--- src/sbm_pkg.sv ---
// How it works
// - synth step is crystal over two^19
// - carrier word is 24 bits, three bytes
// - low byte write commits new carrier
// - bit rate is crystal over 16-bit divider
// - plain continuous mode passes data straight
// - shaped mode gives bit clock, host follows
// - deviation is a 14-bit word
// - host keeps deviation plus half rate bounded
// - host keeps deviation above the minimum
// - test bit selects external clock source
// - crystal divided by 2 to 128 on pin
// - clock out on except sleep, default on
// - clock out only after crystal stable
// - sequencer starts pll once crystal stable
// - sequencer enables rx or tx on lock
// - lock indicator high inside locking range
// - coarse cal at reset, fine per activation
// - fsk alters divider, ook switches amplifier
package sbm_pkg;
  // device register index, sent on the link unchanged
  localparam logic [6:0] REG_MODE = 7'h01;
  localparam logic [6:0] REG_RATE_HI = 7'h03;
  localparam logic [6:0] REG_RATE_LO = 7'h04;
  localparam logic [6:0] REG_DEV_HI = 7'h05;
  localparam logic [6:0] REG_DEV_LO = 7'h06;
  localparam logic [6:0] REG_FREQ_HI = 7'h07;
  localparam logic [6:0] REG_FREQ_MID = 7'h08;
  localparam logic [6:0] REG_FREQ_LO = 7'h09;
  localparam logic [6:0] REG_PIN_MAP2 = 7'h26;
  localparam logic [6:0] REG_STATUS = 7'h27;
  localparam logic [6:0] REG_TEST_OSC = 7'h59;
  // mode register fields
  localparam int MODE_OP_LSB = 0;
  localparam int MODE_SEQ_OFF_BIT = 3;
  localparam int MODE_SHAPE_BIT = 4;
  localparam int MODE_OOK_BIT = 5;
  localparam logic [2:0] OP_SLEEP = 3'h0;
  localparam logic [2:0] OP_STBY = 3'h1;
  localparam logic [2:0] OP_FS = 3'h2;
  localparam logic [2:0] OP_TX = 3'h3;
  localparam logic [2:0] OP_RX = 3'h4;
  localparam int EXT_CLK_BIT = 4;
  localparam logic [2:0] REFERENCE_CLOCK_OUT_OFF = 3'h7;
  localparam logic [7:0] MODE_RST = 8'h01;
  localparam logic [7:0] PIN_MAP2_RST = 8'h00;
  localparam logic [15:0] RATE_RST = 16'h1a0b;
  localparam logic [13:0] DEV_RST = 14'h0052;
  localparam logic [23:0] FREQ_RST = 24'he4c000;
  localparam int FRAC_BITS = 19;
  // status bits
  localparam int ST_OSC_BIT = 0;
  localparam int ST_LOCK_BIT = 1;
  localparam int ST_RXEN_BIT = 2;
  localparam int ST_TXEN_BIT = 3;
  localparam int ST_CAL_BIT = 4;
  // controller apb offsets
  localparam logic [11:0] CTL_ADDR = 12'h000;
  localparam logic [11:0] CTL_WDATA = 12'h004;
  localparam logic [11:0] CTL_CMD = 12'h008;
  localparam logic [11:0] CTL_STAT = 12'h00c;
  localparam logic [11:0] CTL_TXBITS = 12'h010;
  // timing in cycles of pclk (crystal domain)
  localparam int OSC_STARTUP_CYC = 64;
  localparam int LOCK_CYC = 32;
  localparam int COARSE_CAL_CYC = 16;
  localparam int FINE_CAL_CYC = 8;
  typedef enum logic [4:0] {
    SBM_OFF = 5'b00001,
    SBM_CAL = 5'b00010,
    SBM_LOCKING = 5'b00100,
    SBM_LOCKED = 5'b01000,
    SBM_ACTIVE = 5'b10000
  } sbm_seq_t;
endpackage

--- src/sbm_link_if.sv ---
`timescale 1ns/10ps
interface sbm_link_if;
  logic reg_we;
  logic reg_re;
  logic [6:0] reg_addr;
  logic [7:0] reg_wdata;
  logic [7:0] reg_rdata;
  logic reg_rvalid;
  logic tx_data;
  logic tx_bit_clock;
  logic reference_clock_out;
  logic lock_ind;
  logic ext_clk_req;
  modport dev (input reg_we, reg_re, reg_addr, reg_wdata, tx_data,
    output reg_rdata, reg_rvalid, tx_bit_clock, reference_clock_out, lock_ind,
    ext_clk_req);
  modport host (output reg_we, reg_re, reg_addr, reg_wdata, tx_data,
    input reg_rdata, reg_rvalid, tx_bit_clock, reference_clock_out, lock_ind,
    ext_clk_req);
endinterface

--- src/sbm_device.sv ---
// Implementation choice: the APB slave port.
`timescale 1ns/10ps
module sbm_device #(
  parameter int OSC_CYC = sbm_pkg::OSC_STARTUP_CYC,
  parameter int LOCK_WAIT = sbm_pkg::LOCK_CYC
) (
  input wire logic pclk, // crystal clock
  input wire logic presetn, // async reset
  sbm_link_if.dev lnk, // register and data link
  input wire logic pll_in_range, // analog lock-range status
  output logic [23:0] synth_word, // active carrier word
  output logic [13:0] dev_word, // deviation word
  output logic mod_bit, // data bit to modulator
  output logic pa_on, // amplifier enable
  output logic rx_en, // receiver enable
  output logic cal_busy // vco calibration running
);
  initial
  begin
    if (OSC_CYC < 1 || LOCK_WAIT < 1)
    begin
      $error("sbm_device: counts must be at least one");
    end
  end
  ////////////////////////////////////////////////////////////////
  logic [7:0] mode_r;
  logic [7:0] map2_r;
  logic [7:0] test_r;
  logic [15:0] rate_r;
  logic [13:0] dev_r;
  logic [15:0] stage_r;
  logic [23:0] freq_r;
  logic [15:0] osc_cnt_r;
  logic osc_ok_r;
  logic coarse_done_r;
  logic [15:0] seq_cnt_r;
  sbm_pkg::sbm_seq_t seq_r;
  sbm_pkg::sbm_seq_t seq_nxt;
  logic [15:0] br_cnt_r;
  logic tx_bit_clock_r;
  logic [7:0] ck_cnt_r;
  logic ck_r;
  logic [7:0] rdata_r;
  logic rvalid_r;
  logic lock_r;
  logic txen_r;
  logic rxen_r;
  logic modbit_r;
  logic paon_r;
  wire logic [2:0] op_mode = mode_r[sbm_pkg::MODE_OP_LSB +: 3];
  wire logic seq_off = mode_r[sbm_pkg::MODE_SEQ_OFF_BIT];
  wire logic shaped = mode_r[sbm_pkg::MODE_SHAPE_BIT];
  wire logic ook = mode_r[sbm_pkg::MODE_OOK_BIT];
  wire logic [2:0] ck_sel = map2_r[2:0];
  wire logic wr_lo = lnk.reg_we && lnk.reg_addr == sbm_pkg::REG_FREQ_LO;
  wire logic pll_want = op_mode == sbm_pkg::OP_FS || op_mode == sbm_pkg::OP_TX
    || op_mode == sbm_pkg::OP_RX;
  wire logic want_path = op_mode == sbm_pkg::OP_TX || op_mode == sbm_pkg::OP_RX;
  // a divider below four would leave the host no whole cycle between rise and fall
  wire logic [15:0] br_div = (rate_r < 16'h0004) ? 16'h0004 : rate_r;
  wire logic [15:0] br_half = {1'b0, br_div[15:1]};
  wire logic run_clk = txen_r && shaped;
  wire logic tx_bit_clock_fall = tx_bit_clock_r && br_cnt_r >= br_half - 16'h0001;
  wire logic [7:0] ck_half = 8'h01 << ck_sel;
  wire logic dev_tick = br_cnt_r >= br_div - 16'h0001;
  wire logic [7:0] status = {3'h0, cal_busy, txen_r, rxen_r, lock_r, osc_ok_r};
  // fsk picks data bit, ook gates amplifier
  wire logic data_in = shaped ? lnk.tx_data : lnk.tx_data;
  ////////////////////////////////////////////////////////////////
  always_ff @(posedge pclk or negedge presetn)
  begin
    if (!presetn)
    begin
      mode_r <= sbm_pkg::MODE_RST;
      map2_r <= sbm_pkg::PIN_MAP2_RST;
      test_r <= 8'h00;
      rate_r <= sbm_pkg::RATE_RST;
      dev_r <= sbm_pkg::DEV_RST;
      stage_r <= sbm_pkg::FREQ_RST[23:8];
      freq_r <= sbm_pkg::FREQ_RST;
    end
    else if (lnk.reg_we)
    begin
      case (lnk.reg_addr)
        sbm_pkg::REG_MODE: mode_r <= lnk.reg_wdata;
        sbm_pkg::REG_RATE_HI: rate_r[15:8] <= lnk.reg_wdata;
        sbm_pkg::REG_RATE_LO: rate_r[7:0] <= lnk.reg_wdata;
        sbm_pkg::REG_DEV_HI: dev_r[13:8] <= lnk.reg_wdata[5:0];
        sbm_pkg::REG_DEV_LO: dev_r[7:0] <= lnk.reg_wdata;
        sbm_pkg::REG_FREQ_HI: stage_r[15:8] <= lnk.reg_wdata;
        sbm_pkg::REG_FREQ_MID: stage_r[7:0] <= lnk.reg_wdata;
        sbm_pkg::REG_FREQ_LO: freq_r <= {stage_r, lnk.reg_wdata};
        sbm_pkg::REG_PIN_MAP2: map2_r <= lnk.reg_wdata;
        sbm_pkg::REG_TEST_OSC: test_r <= lnk.reg_wdata;
        default: ;
      endcase
    end
  end
  always_ff @(posedge pclk or negedge presetn)
  begin
    if (!presetn)
    begin
      rdata_r <= 8'h00;
      rvalid_r <= 1'b0;
    end
    else
    begin
      rvalid_r <= lnk.reg_re;
      case (lnk.reg_addr)
        sbm_pkg::REG_MODE: rdata_r <= mode_r;
        sbm_pkg::REG_RATE_HI: rdata_r <= rate_r[15:8];
        sbm_pkg::REG_RATE_LO: rdata_r <= rate_r[7:0];
        sbm_pkg::REG_DEV_HI: rdata_r <= {2'h0, dev_r[13:8]};
        sbm_pkg::REG_DEV_LO: rdata_r <= dev_r[7:0];
        sbm_pkg::REG_FREQ_HI: rdata_r <= stage_r[15:8];
        sbm_pkg::REG_FREQ_MID: rdata_r <= stage_r[7:0];
        sbm_pkg::REG_FREQ_LO: rdata_r <= freq_r[7:0];
        sbm_pkg::REG_PIN_MAP2: rdata_r <= map2_r;
        sbm_pkg::REG_STATUS: rdata_r <= status;
        sbm_pkg::REG_TEST_OSC: rdata_r <= test_r;
        default: rdata_r <= 8'h00;
      endcase
    end
  end
  ////////////////////////////////////////////////////////////////
  // oscillator start-up and sequencer
  always_ff @(posedge pclk or negedge presetn)
  begin
    if (!presetn)
    begin
      osc_cnt_r <= 16'h0000;
      osc_ok_r <= 1'b0;
    end
    else if (!osc_ok_r)
    begin
      osc_cnt_r <= osc_cnt_r + 16'h0001;
      osc_ok_r <= osc_cnt_r >= 16'(OSC_CYC - 1);
    end
  end
  always_comb
  begin
    seq_nxt = seq_r;
    case (seq_r)
      sbm_pkg::SBM_OFF:
        if (osc_ok_r && (pll_want || !coarse_done_r)) seq_nxt = sbm_pkg::SBM_CAL;
      sbm_pkg::SBM_CAL:
        if (seq_cnt_r == 16'h0000)
          seq_nxt = pll_want ? sbm_pkg::SBM_LOCKING : sbm_pkg::SBM_OFF;
        else if (!pll_want && coarse_done_r) seq_nxt = sbm_pkg::SBM_OFF;
      sbm_pkg::SBM_LOCKING:
        if (!pll_want) seq_nxt = sbm_pkg::SBM_OFF;
        else if (lock_r) seq_nxt = sbm_pkg::SBM_LOCKED;
      sbm_pkg::SBM_LOCKED:
        if (!pll_want) seq_nxt = sbm_pkg::SBM_OFF;
        else if (want_path && !seq_off) seq_nxt = sbm_pkg::SBM_ACTIVE;
      sbm_pkg::SBM_ACTIVE:
        if (!want_path) seq_nxt = pll_want ? sbm_pkg::SBM_LOCKED : sbm_pkg::SBM_OFF;
      default: seq_nxt = sbm_pkg::SBM_OFF;
    endcase
  end
  always_ff @(posedge pclk or negedge presetn)
  begin
    if (!presetn)
    begin
      seq_r <= sbm_pkg::SBM_OFF;
      seq_cnt_r <= 16'(sbm_pkg::COARSE_CAL_CYC);
      coarse_done_r <= 1'b0;
      lock_r <= 1'b0;
    end
    else
    begin
      seq_r <= seq_nxt;
      if (seq_r == sbm_pkg::SBM_OFF && seq_nxt == sbm_pkg::SBM_CAL)
      begin
        // coarse run once after reset, fine run every activation
        seq_cnt_r <= coarse_done_r ? 16'(sbm_pkg::FINE_CAL_CYC) :
          16'(sbm_pkg::COARSE_CAL_CYC + sbm_pkg::FINE_CAL_CYC);
      end
      else if (seq_r == sbm_pkg::SBM_CAL || seq_r == sbm_pkg::SBM_LOCKING)
        seq_cnt_r <= (seq_cnt_r == 16'h0000) ? 16'h0000 : seq_cnt_r - 16'h0001;
      if (seq_r == sbm_pkg::SBM_CAL && seq_nxt == sbm_pkg::SBM_LOCKING)
        seq_cnt_r <= 16'(LOCK_WAIT - 1);
      // the coarse run after reset is never cut short
      if (seq_r == sbm_pkg::SBM_CAL && seq_cnt_r == 16'h0000)
        coarse_done_r <= 1'b1;
      lock_r <= (seq_r == sbm_pkg::SBM_LOCKING && seq_cnt_r == 16'h0000 && pll_in_range)
        || ((seq_r == sbm_pkg::SBM_LOCKED || seq_r == sbm_pkg::SBM_ACTIVE) && pll_in_range);
    end
  end
  ////////////////////////////////////////////////////////////////
  // bit clock, clock out, modulator
  always_ff @(posedge pclk or negedge presetn)
  begin
    if (!presetn)
    begin
      br_cnt_r <= 16'h0000;
      tx_bit_clock_r <= 1'b0;
      ck_cnt_r <= 8'h00;
      ck_r <= 1'b0;
      modbit_r <= 1'b0;
      paon_r <= 1'b0;
      txen_r <= 1'b0;
      rxen_r <= 1'b0;
    end
    else
    begin
      txen_r <= seq_r == sbm_pkg::SBM_ACTIVE && op_mode == sbm_pkg::OP_TX
        || seq_off && lock_r && op_mode == sbm_pkg::OP_TX;
      rxen_r <= seq_r == sbm_pkg::SBM_ACTIVE && op_mode == sbm_pkg::OP_RX
        || seq_off && lock_r && op_mode == sbm_pkg::OP_RX;
      // one bit per divider cycles; a started high phase always ends whole
      br_cnt_r <= (dev_tick || !(run_clk || tx_bit_clock_r)) ? 16'h0000 : br_cnt_r + 16'h0001;
      if (run_clk && dev_tick)
        tx_bit_clock_r <= 1'b1;
      else if (tx_bit_clock_fall)
        tx_bit_clock_r <= 1'b0;
      if (run_clk && tx_bit_clock_fall)
        modbit_r <= data_in;
      if (txen_r && !shaped)
        modbit_r <= data_in;
      paon_r <= txen_r && (!ook || data_in);
      if (!osc_ok_r || op_mode == sbm_pkg::OP_SLEEP || ck_sel == sbm_pkg::REFERENCE_CLOCK_OUT_OFF)
      begin
        ck_cnt_r <= 8'h00;
        ck_r <= 1'b0;
      end
      else if (ck_cnt_r >= ck_half - 8'h01)
      begin
        ck_cnt_r <= 8'h00;
        ck_r <= ~ck_r;
      end
      else
        ck_cnt_r <= ck_cnt_r + 8'h01;
    end
  end
  ////////////////////////////////////////////////////////////////
  assign lnk.reg_rdata = rdata_r;
  assign lnk.reg_rvalid = rvalid_r;
  assign lnk.tx_bit_clock = tx_bit_clock_r;
  assign lnk.reference_clock_out = ck_r;
  assign lnk.lock_ind = lock_r;
  assign lnk.ext_clk_req = test_r[sbm_pkg::EXT_CLK_BIT];
  // output frequency is step times the committed word
  assign synth_word = freq_r;
  assign dev_word = dev_r;
  assign mod_bit = modbit_r;
  assign pa_on = paon_r;
  assign rx_en = rxen_r;
  assign cal_busy = seq_r == sbm_pkg::SBM_CAL;
endmodule

--- src/flat_wrapper.sv ---
// flat-port wrapper written by rule: the top's interface ports become plain ports
module sbm_device_flat 
#(
  parameter int OSC_CYC = sbm_pkg::OSC_STARTUP_CYC,
  parameter int LOCK_WAIT = sbm_pkg::LOCK_CYC
)
  (pclk, presetn, pll_in_range, synth_word, dev_word, mod_bit, pa_on, rx_en, cal_busy, lnk_reg_we, lnk_reg_re, lnk_reg_addr, lnk_reg_wdata, lnk_tx_data, lnk_reg_rdata, lnk_reg_rvalid, lnk_tx_bit_clock, lnk_reference_clock_out, lnk_lock_ind, lnk_ext_clk_req);
  sbm_link_if lnk_i ();
  input wire logic pclk;
  input wire logic presetn;
  input wire logic pll_in_range;
  output logic [23:0] synth_word;
  output logic [13:0] dev_word;
  output logic mod_bit;
  output logic pa_on;
  output logic rx_en;
  output logic cal_busy;
  input wire logic [$bits(lnk_i.reg_we)-1:0] lnk_reg_we;
  input wire logic [$bits(lnk_i.reg_re)-1:0] lnk_reg_re;
  input wire logic [$bits(lnk_i.reg_addr)-1:0] lnk_reg_addr;
  input wire logic [$bits(lnk_i.reg_wdata)-1:0] lnk_reg_wdata;
  input wire logic [$bits(lnk_i.tx_data)-1:0] lnk_tx_data;
  output wire logic [$bits(lnk_i.reg_rdata)-1:0] lnk_reg_rdata;
  output wire logic [$bits(lnk_i.reg_rvalid)-1:0] lnk_reg_rvalid;
  output wire logic [$bits(lnk_i.tx_bit_clock)-1:0] lnk_tx_bit_clock;
  output wire logic [$bits(lnk_i.reference_clock_out)-1:0] lnk_reference_clock_out;
  output wire logic [$bits(lnk_i.lock_ind)-1:0] lnk_lock_ind;
  output wire logic [$bits(lnk_i.ext_clk_req)-1:0] lnk_ext_clk_req;
  assign lnk_i.reg_we = lnk_reg_we;
  assign lnk_i.reg_re = lnk_reg_re;
  assign lnk_i.reg_addr = lnk_reg_addr;
  assign lnk_i.reg_wdata = lnk_reg_wdata;
  assign lnk_i.tx_data = lnk_tx_data;
  assign lnk_reg_rdata = lnk_i.reg_rdata;
  assign lnk_reg_rvalid = lnk_i.reg_rvalid;
  assign lnk_tx_bit_clock = lnk_i.tx_bit_clock;
  assign lnk_reference_clock_out = lnk_i.reference_clock_out;
  assign lnk_lock_ind = lnk_i.lock_ind;
  assign lnk_ext_clk_req = lnk_i.ext_clk_req;
  sbm_device #(.OSC_CYC(OSC_CYC), .LOCK_WAIT(LOCK_WAIT)) u_core (.pclk(pclk), .presetn(presetn), .lnk(lnk_i), .pll_in_range(pll_in_range), .synth_word(synth_word), .dev_word(dev_word), .mod_bit(mod_bit), .pa_on(pa_on), .rx_en(rx_en), .cal_busy(cal_busy));
endmodule
--- config.mk ---
export PLATFORM = sky130hd
export DESIGN_NAME = sbm_device_flat
export DESIGN_NICKNAME = d
export VERILOG_FILES = /design/src/sbm_pkg.sv /design/src/sbm_link_if.sv /design/src/sbm_device.sv /design/src/flat_wrapper.sv
export SDC_FILE = /design/constraint.sdc
export NUM_CORES = 1
export LEC_CHECK = 0
export ABC_AREA = 1
export BUFFER_PORTS_ARGS = -buffer_cell sky130_fd_sc_hd__buf_4
export CORE_MARGIN = 4
export CORE_UTILIZATION = 60
export CTS_CLUSTER_DIAMETER = 120
export CTS_CLUSTER_SIZE = 10
export DETAILED_ROUTE_END_ITERATION = 12
export GPL_TIMING_DRIVEN = 0
export PLACE_DENSITY_LB_ADDON = 0.12
export SYNTH_ARGS = -nofsm -noshare
export SYNTH_HDL_FRONTEND = slang
export SYNTH_SLANG_ARGS = --single-unit
--- constraint.sdc ---
create_clock -name pclk -period 5.15 [get_ports pclk]
set_input_delay 0.515 -clock pclk [delete_from_list [all_inputs] [get_ports pclk]]
set_output_delay 0.515 -clock pclk [all_outputs]
set_load 0.05 [all_outputs]
==> run metrics <==
status=finished, final reports clean; syn avg cell area=8.451 µm²; Synth area leaders=dfrtp_1 39%, nand2_1 9.3%, dfstp_2 6.6%, ha_1 6.2%, inv_1 5.4%; non-filler instance count after layout=1446; GP Congestion=0.9196; Netlist Area Pre-Place=9515 µm²; prevailing post-synth register cell=dfrtp_1; final wirelength=23070 µm; Worst Tran Pin Value=0.7084 ns; async set-reset flop share out of synthesis=100.0%; Core ar.=15370 µm²; vias in the first global route=7597; initial antenna violation count=0; placed inst area=10380 µm²; CTS tree=done; CP endpoint kind=flip-flop; placed cells=1414; Die X=133.9 µm; die height=133.9 µm; critical path class=flip-flop to flip-flop; Yosys cell types=52; Via Count=8093; Yosys top cell area share=39.18%; Hold Crit Class=input port to async pin; Leak=5.560 nW; R2R depth=17; Finish-stage setup viols=0; CTS Hold Buffers Added=0; total clock sinks=173; # DRC=0; Finished Core Util=71.55%; most frequent cells in the layout=236 x nand2_1, 149 x dfrtp_1, 137 x inv_1, 107 x nor2_1, 93 x o21ai_0; RSZ-0062 raised after global routing=no; Total Power Consumption=3.642 mW; Slew Viols, Final=0; critical path startpoint category=flip-flop; Max IR drop VDD=0.2883 mV; Tmin final=4.238 ns; router iterations before antenna repair=5; largest net degree at the start of global routing=95; Slew headroom=52.73%; total CTS buffers=17; Clk Latency, worst-skew pair=0.43 ns; post-CTS setup buffers=0; die area=17940 µm²; Longest Clk Path Bufs=2; Wirelength per Cell=15.95 µm; Power Dens Cells=331.1 nW/µm²; total gr overflow=0; Syn Inst Count=1126; IO Count=76; port bufs=75; Yosys warning count=0; fin crit share=82.29%; Fin Setup TNS=0 ns; NumNets Final=1290; fmax=236.0 MHz; required time worst endpoint=5.51 ns; Crit Path Max Fanout=10; Tot GR Track Use=26.42%; htree depth=4; n_diodes=0; HPWL Detailed=16960 µm; critical path data arrival time=4.60 ns; commonest non-fill, non-tap cell in the layout=nand2_1; global-route wire length before repair=37820 µm; layout cells sized above 1=17.17%; synthesized flop and latch total=173; Initial Util=61.90%; Synth area leader=dfrtp_1; post-route ant nets=0; max-cap violations=0; finished layout cell area=11000 µm²; initial drt markers=788; root buffer cell=clkbuf_16; sequential area share after synthesis=45.81%; Worst Clk Skew=0.01016 ns; Clock Pin Slew Worst Setup and Hold Paths=0.07 ns; Final Hold Fails=0; Area Growth Syn to Fin=15.58%; post_cts resized=0; drt via density=5.597; Post-synth EDFFs=0; # rows=45
-- per-layer routing --
layer | up-vias | share of wire (%) | track usage, %
met5 | - | 0 | 0
met1 | 3893 | 44 | 36.84
met3 | 31 | 6.7 | 5.814
li1 | 3896 | - | -
met2 | 273 | 48 | 42.31
met4 | 0 | 1.4 | 6.857
-- critical path: stages, from the launching register on --
cell and delay, ns:
dfrtp_1 0.42, inv_2 0.12, nand2_1 0.11, nor2_1 0.30
nand4_2 0.23, nand2_1 0.26, ha_1 0.28, nand2_1 0.18
nor3_1 0.32, nand2_1 0.12, xor2_1 0.16, ha_1 0.29
a21oi_1 0.14, o21ai_0 0.12, a21oi_1 0.27, o2111ai_1 0.41
buf_2 0.33, nor2_1 0.11
-- sequential cells by signal, summed over array words and instances (netlist names), 5 cells and up --
| register | flops |
|---|---|
| u_core.rate_r | 16 |
| u_core.osc_cnt_r | 16 |
| u_core.seq_cnt_r | 16 |
| u_core.test_r | 8 |
| u_core.lnk.reg_rdata | 8 |
| u_core.mode_r | 8 |
| u_core.dev_word | 14 |
| u_core.seq_r | 5 |
| u_core.synth_word | 24 |
| u_core.map2_r | 8 |
| u_core.ck_cnt_r | 8 |
| u_core.stage_r | 16 |
| u_core.br_cnt_r | 16 |
-- cell type report --
| class | count | area [µm²] |
|---|---|---|
| fill | 1193 | 4373 |
| multi-input combinational | 789 | 4491 |
| clock buffer | 19 | 432.9 |
| tap | 211 | 264.0 |
| sequential | 173 | 4359 |
| clock inverter | 13 | 183.9 |
| inverter | 146 | 549.3 |
| timing repair buffer | 76 | 598.1 |
| buffer | 19 | 120.1 |
-- cell usage after synthesis, types with 3 or more instances --
library cell and instances:
o21a_1 4, xor2_1 43, o21ai_0 93, nand4_2 4, xnor2_1 16, buf_6 3
nor2_1 107, a22o_1 3, o21ai_1 5, nand2_1 236, dfrtp_1 149, nand2_2 12
a211oi_1 3, nor3_1 13, buf_4 3, a221oi_1 3, inv_2 8, nor2_4 4
inv_1 137, a21oi_1 39, dfstp_2 24, nor2_2 6, o22ai_1 24, ha_1 47
clkbuf_2 4, mux2_2 16, nor4_1 5, nand3_2 4, nand3_1 59, buf_2 8
nand4_1 15
-- report_power, final --
group          leakage (nW)  internal [mW]  switching (mW)
clock                 0.290          0.778           0.574
sequential             2.18           1.45          0.0662
combinational          3.09          0.252           0.525
total                  5.56           2.48            1.16
-- worst paths after layout --
path                                    endpoint               start  slack [ns]
max                           u_core.br_cnt_r[6]    u_core.rate_r[4]        0.91
max in group asynchronous    u_core.seq_cnt_r[4]             presetn        4.25
max reg2reg                   u_core.br_cnt_r[6]    u_core.rate_r[4]        0.91
min                          u_core.br_cnt_r[10]             presetn        0.04
min in group pclk          u_core.lnk.reg_rvalid          lnk_reg_re        0.18
min reg2reg                   u_core.br_cnt_r[0]  u_core.br_cnt_r[0]        0.46
-- cell families after synthesis --
logic type / synth area share, %
flops: 45.81
buf+inv: 7.035
fa+ha+maj: 6.180
xor+xnor: 5.431
compound gates: 10.97
other cells: 0.03941
simple gates: 22.64
mux: 1.893
-- stage by stage --
step,worst slack (ns),hold slack [ns]
6_report,0.9122,0.04188
5_1_grt,0.5519,0.07899
4_1_cts,0.9137,0.07141
3_5_place_dp,0.9483,0.4531
3_3_place_gp,1.101,0.4426
2_1_floorplan,1.868,0.2194
Note: power is estimated with default switching activity, not from simulation.
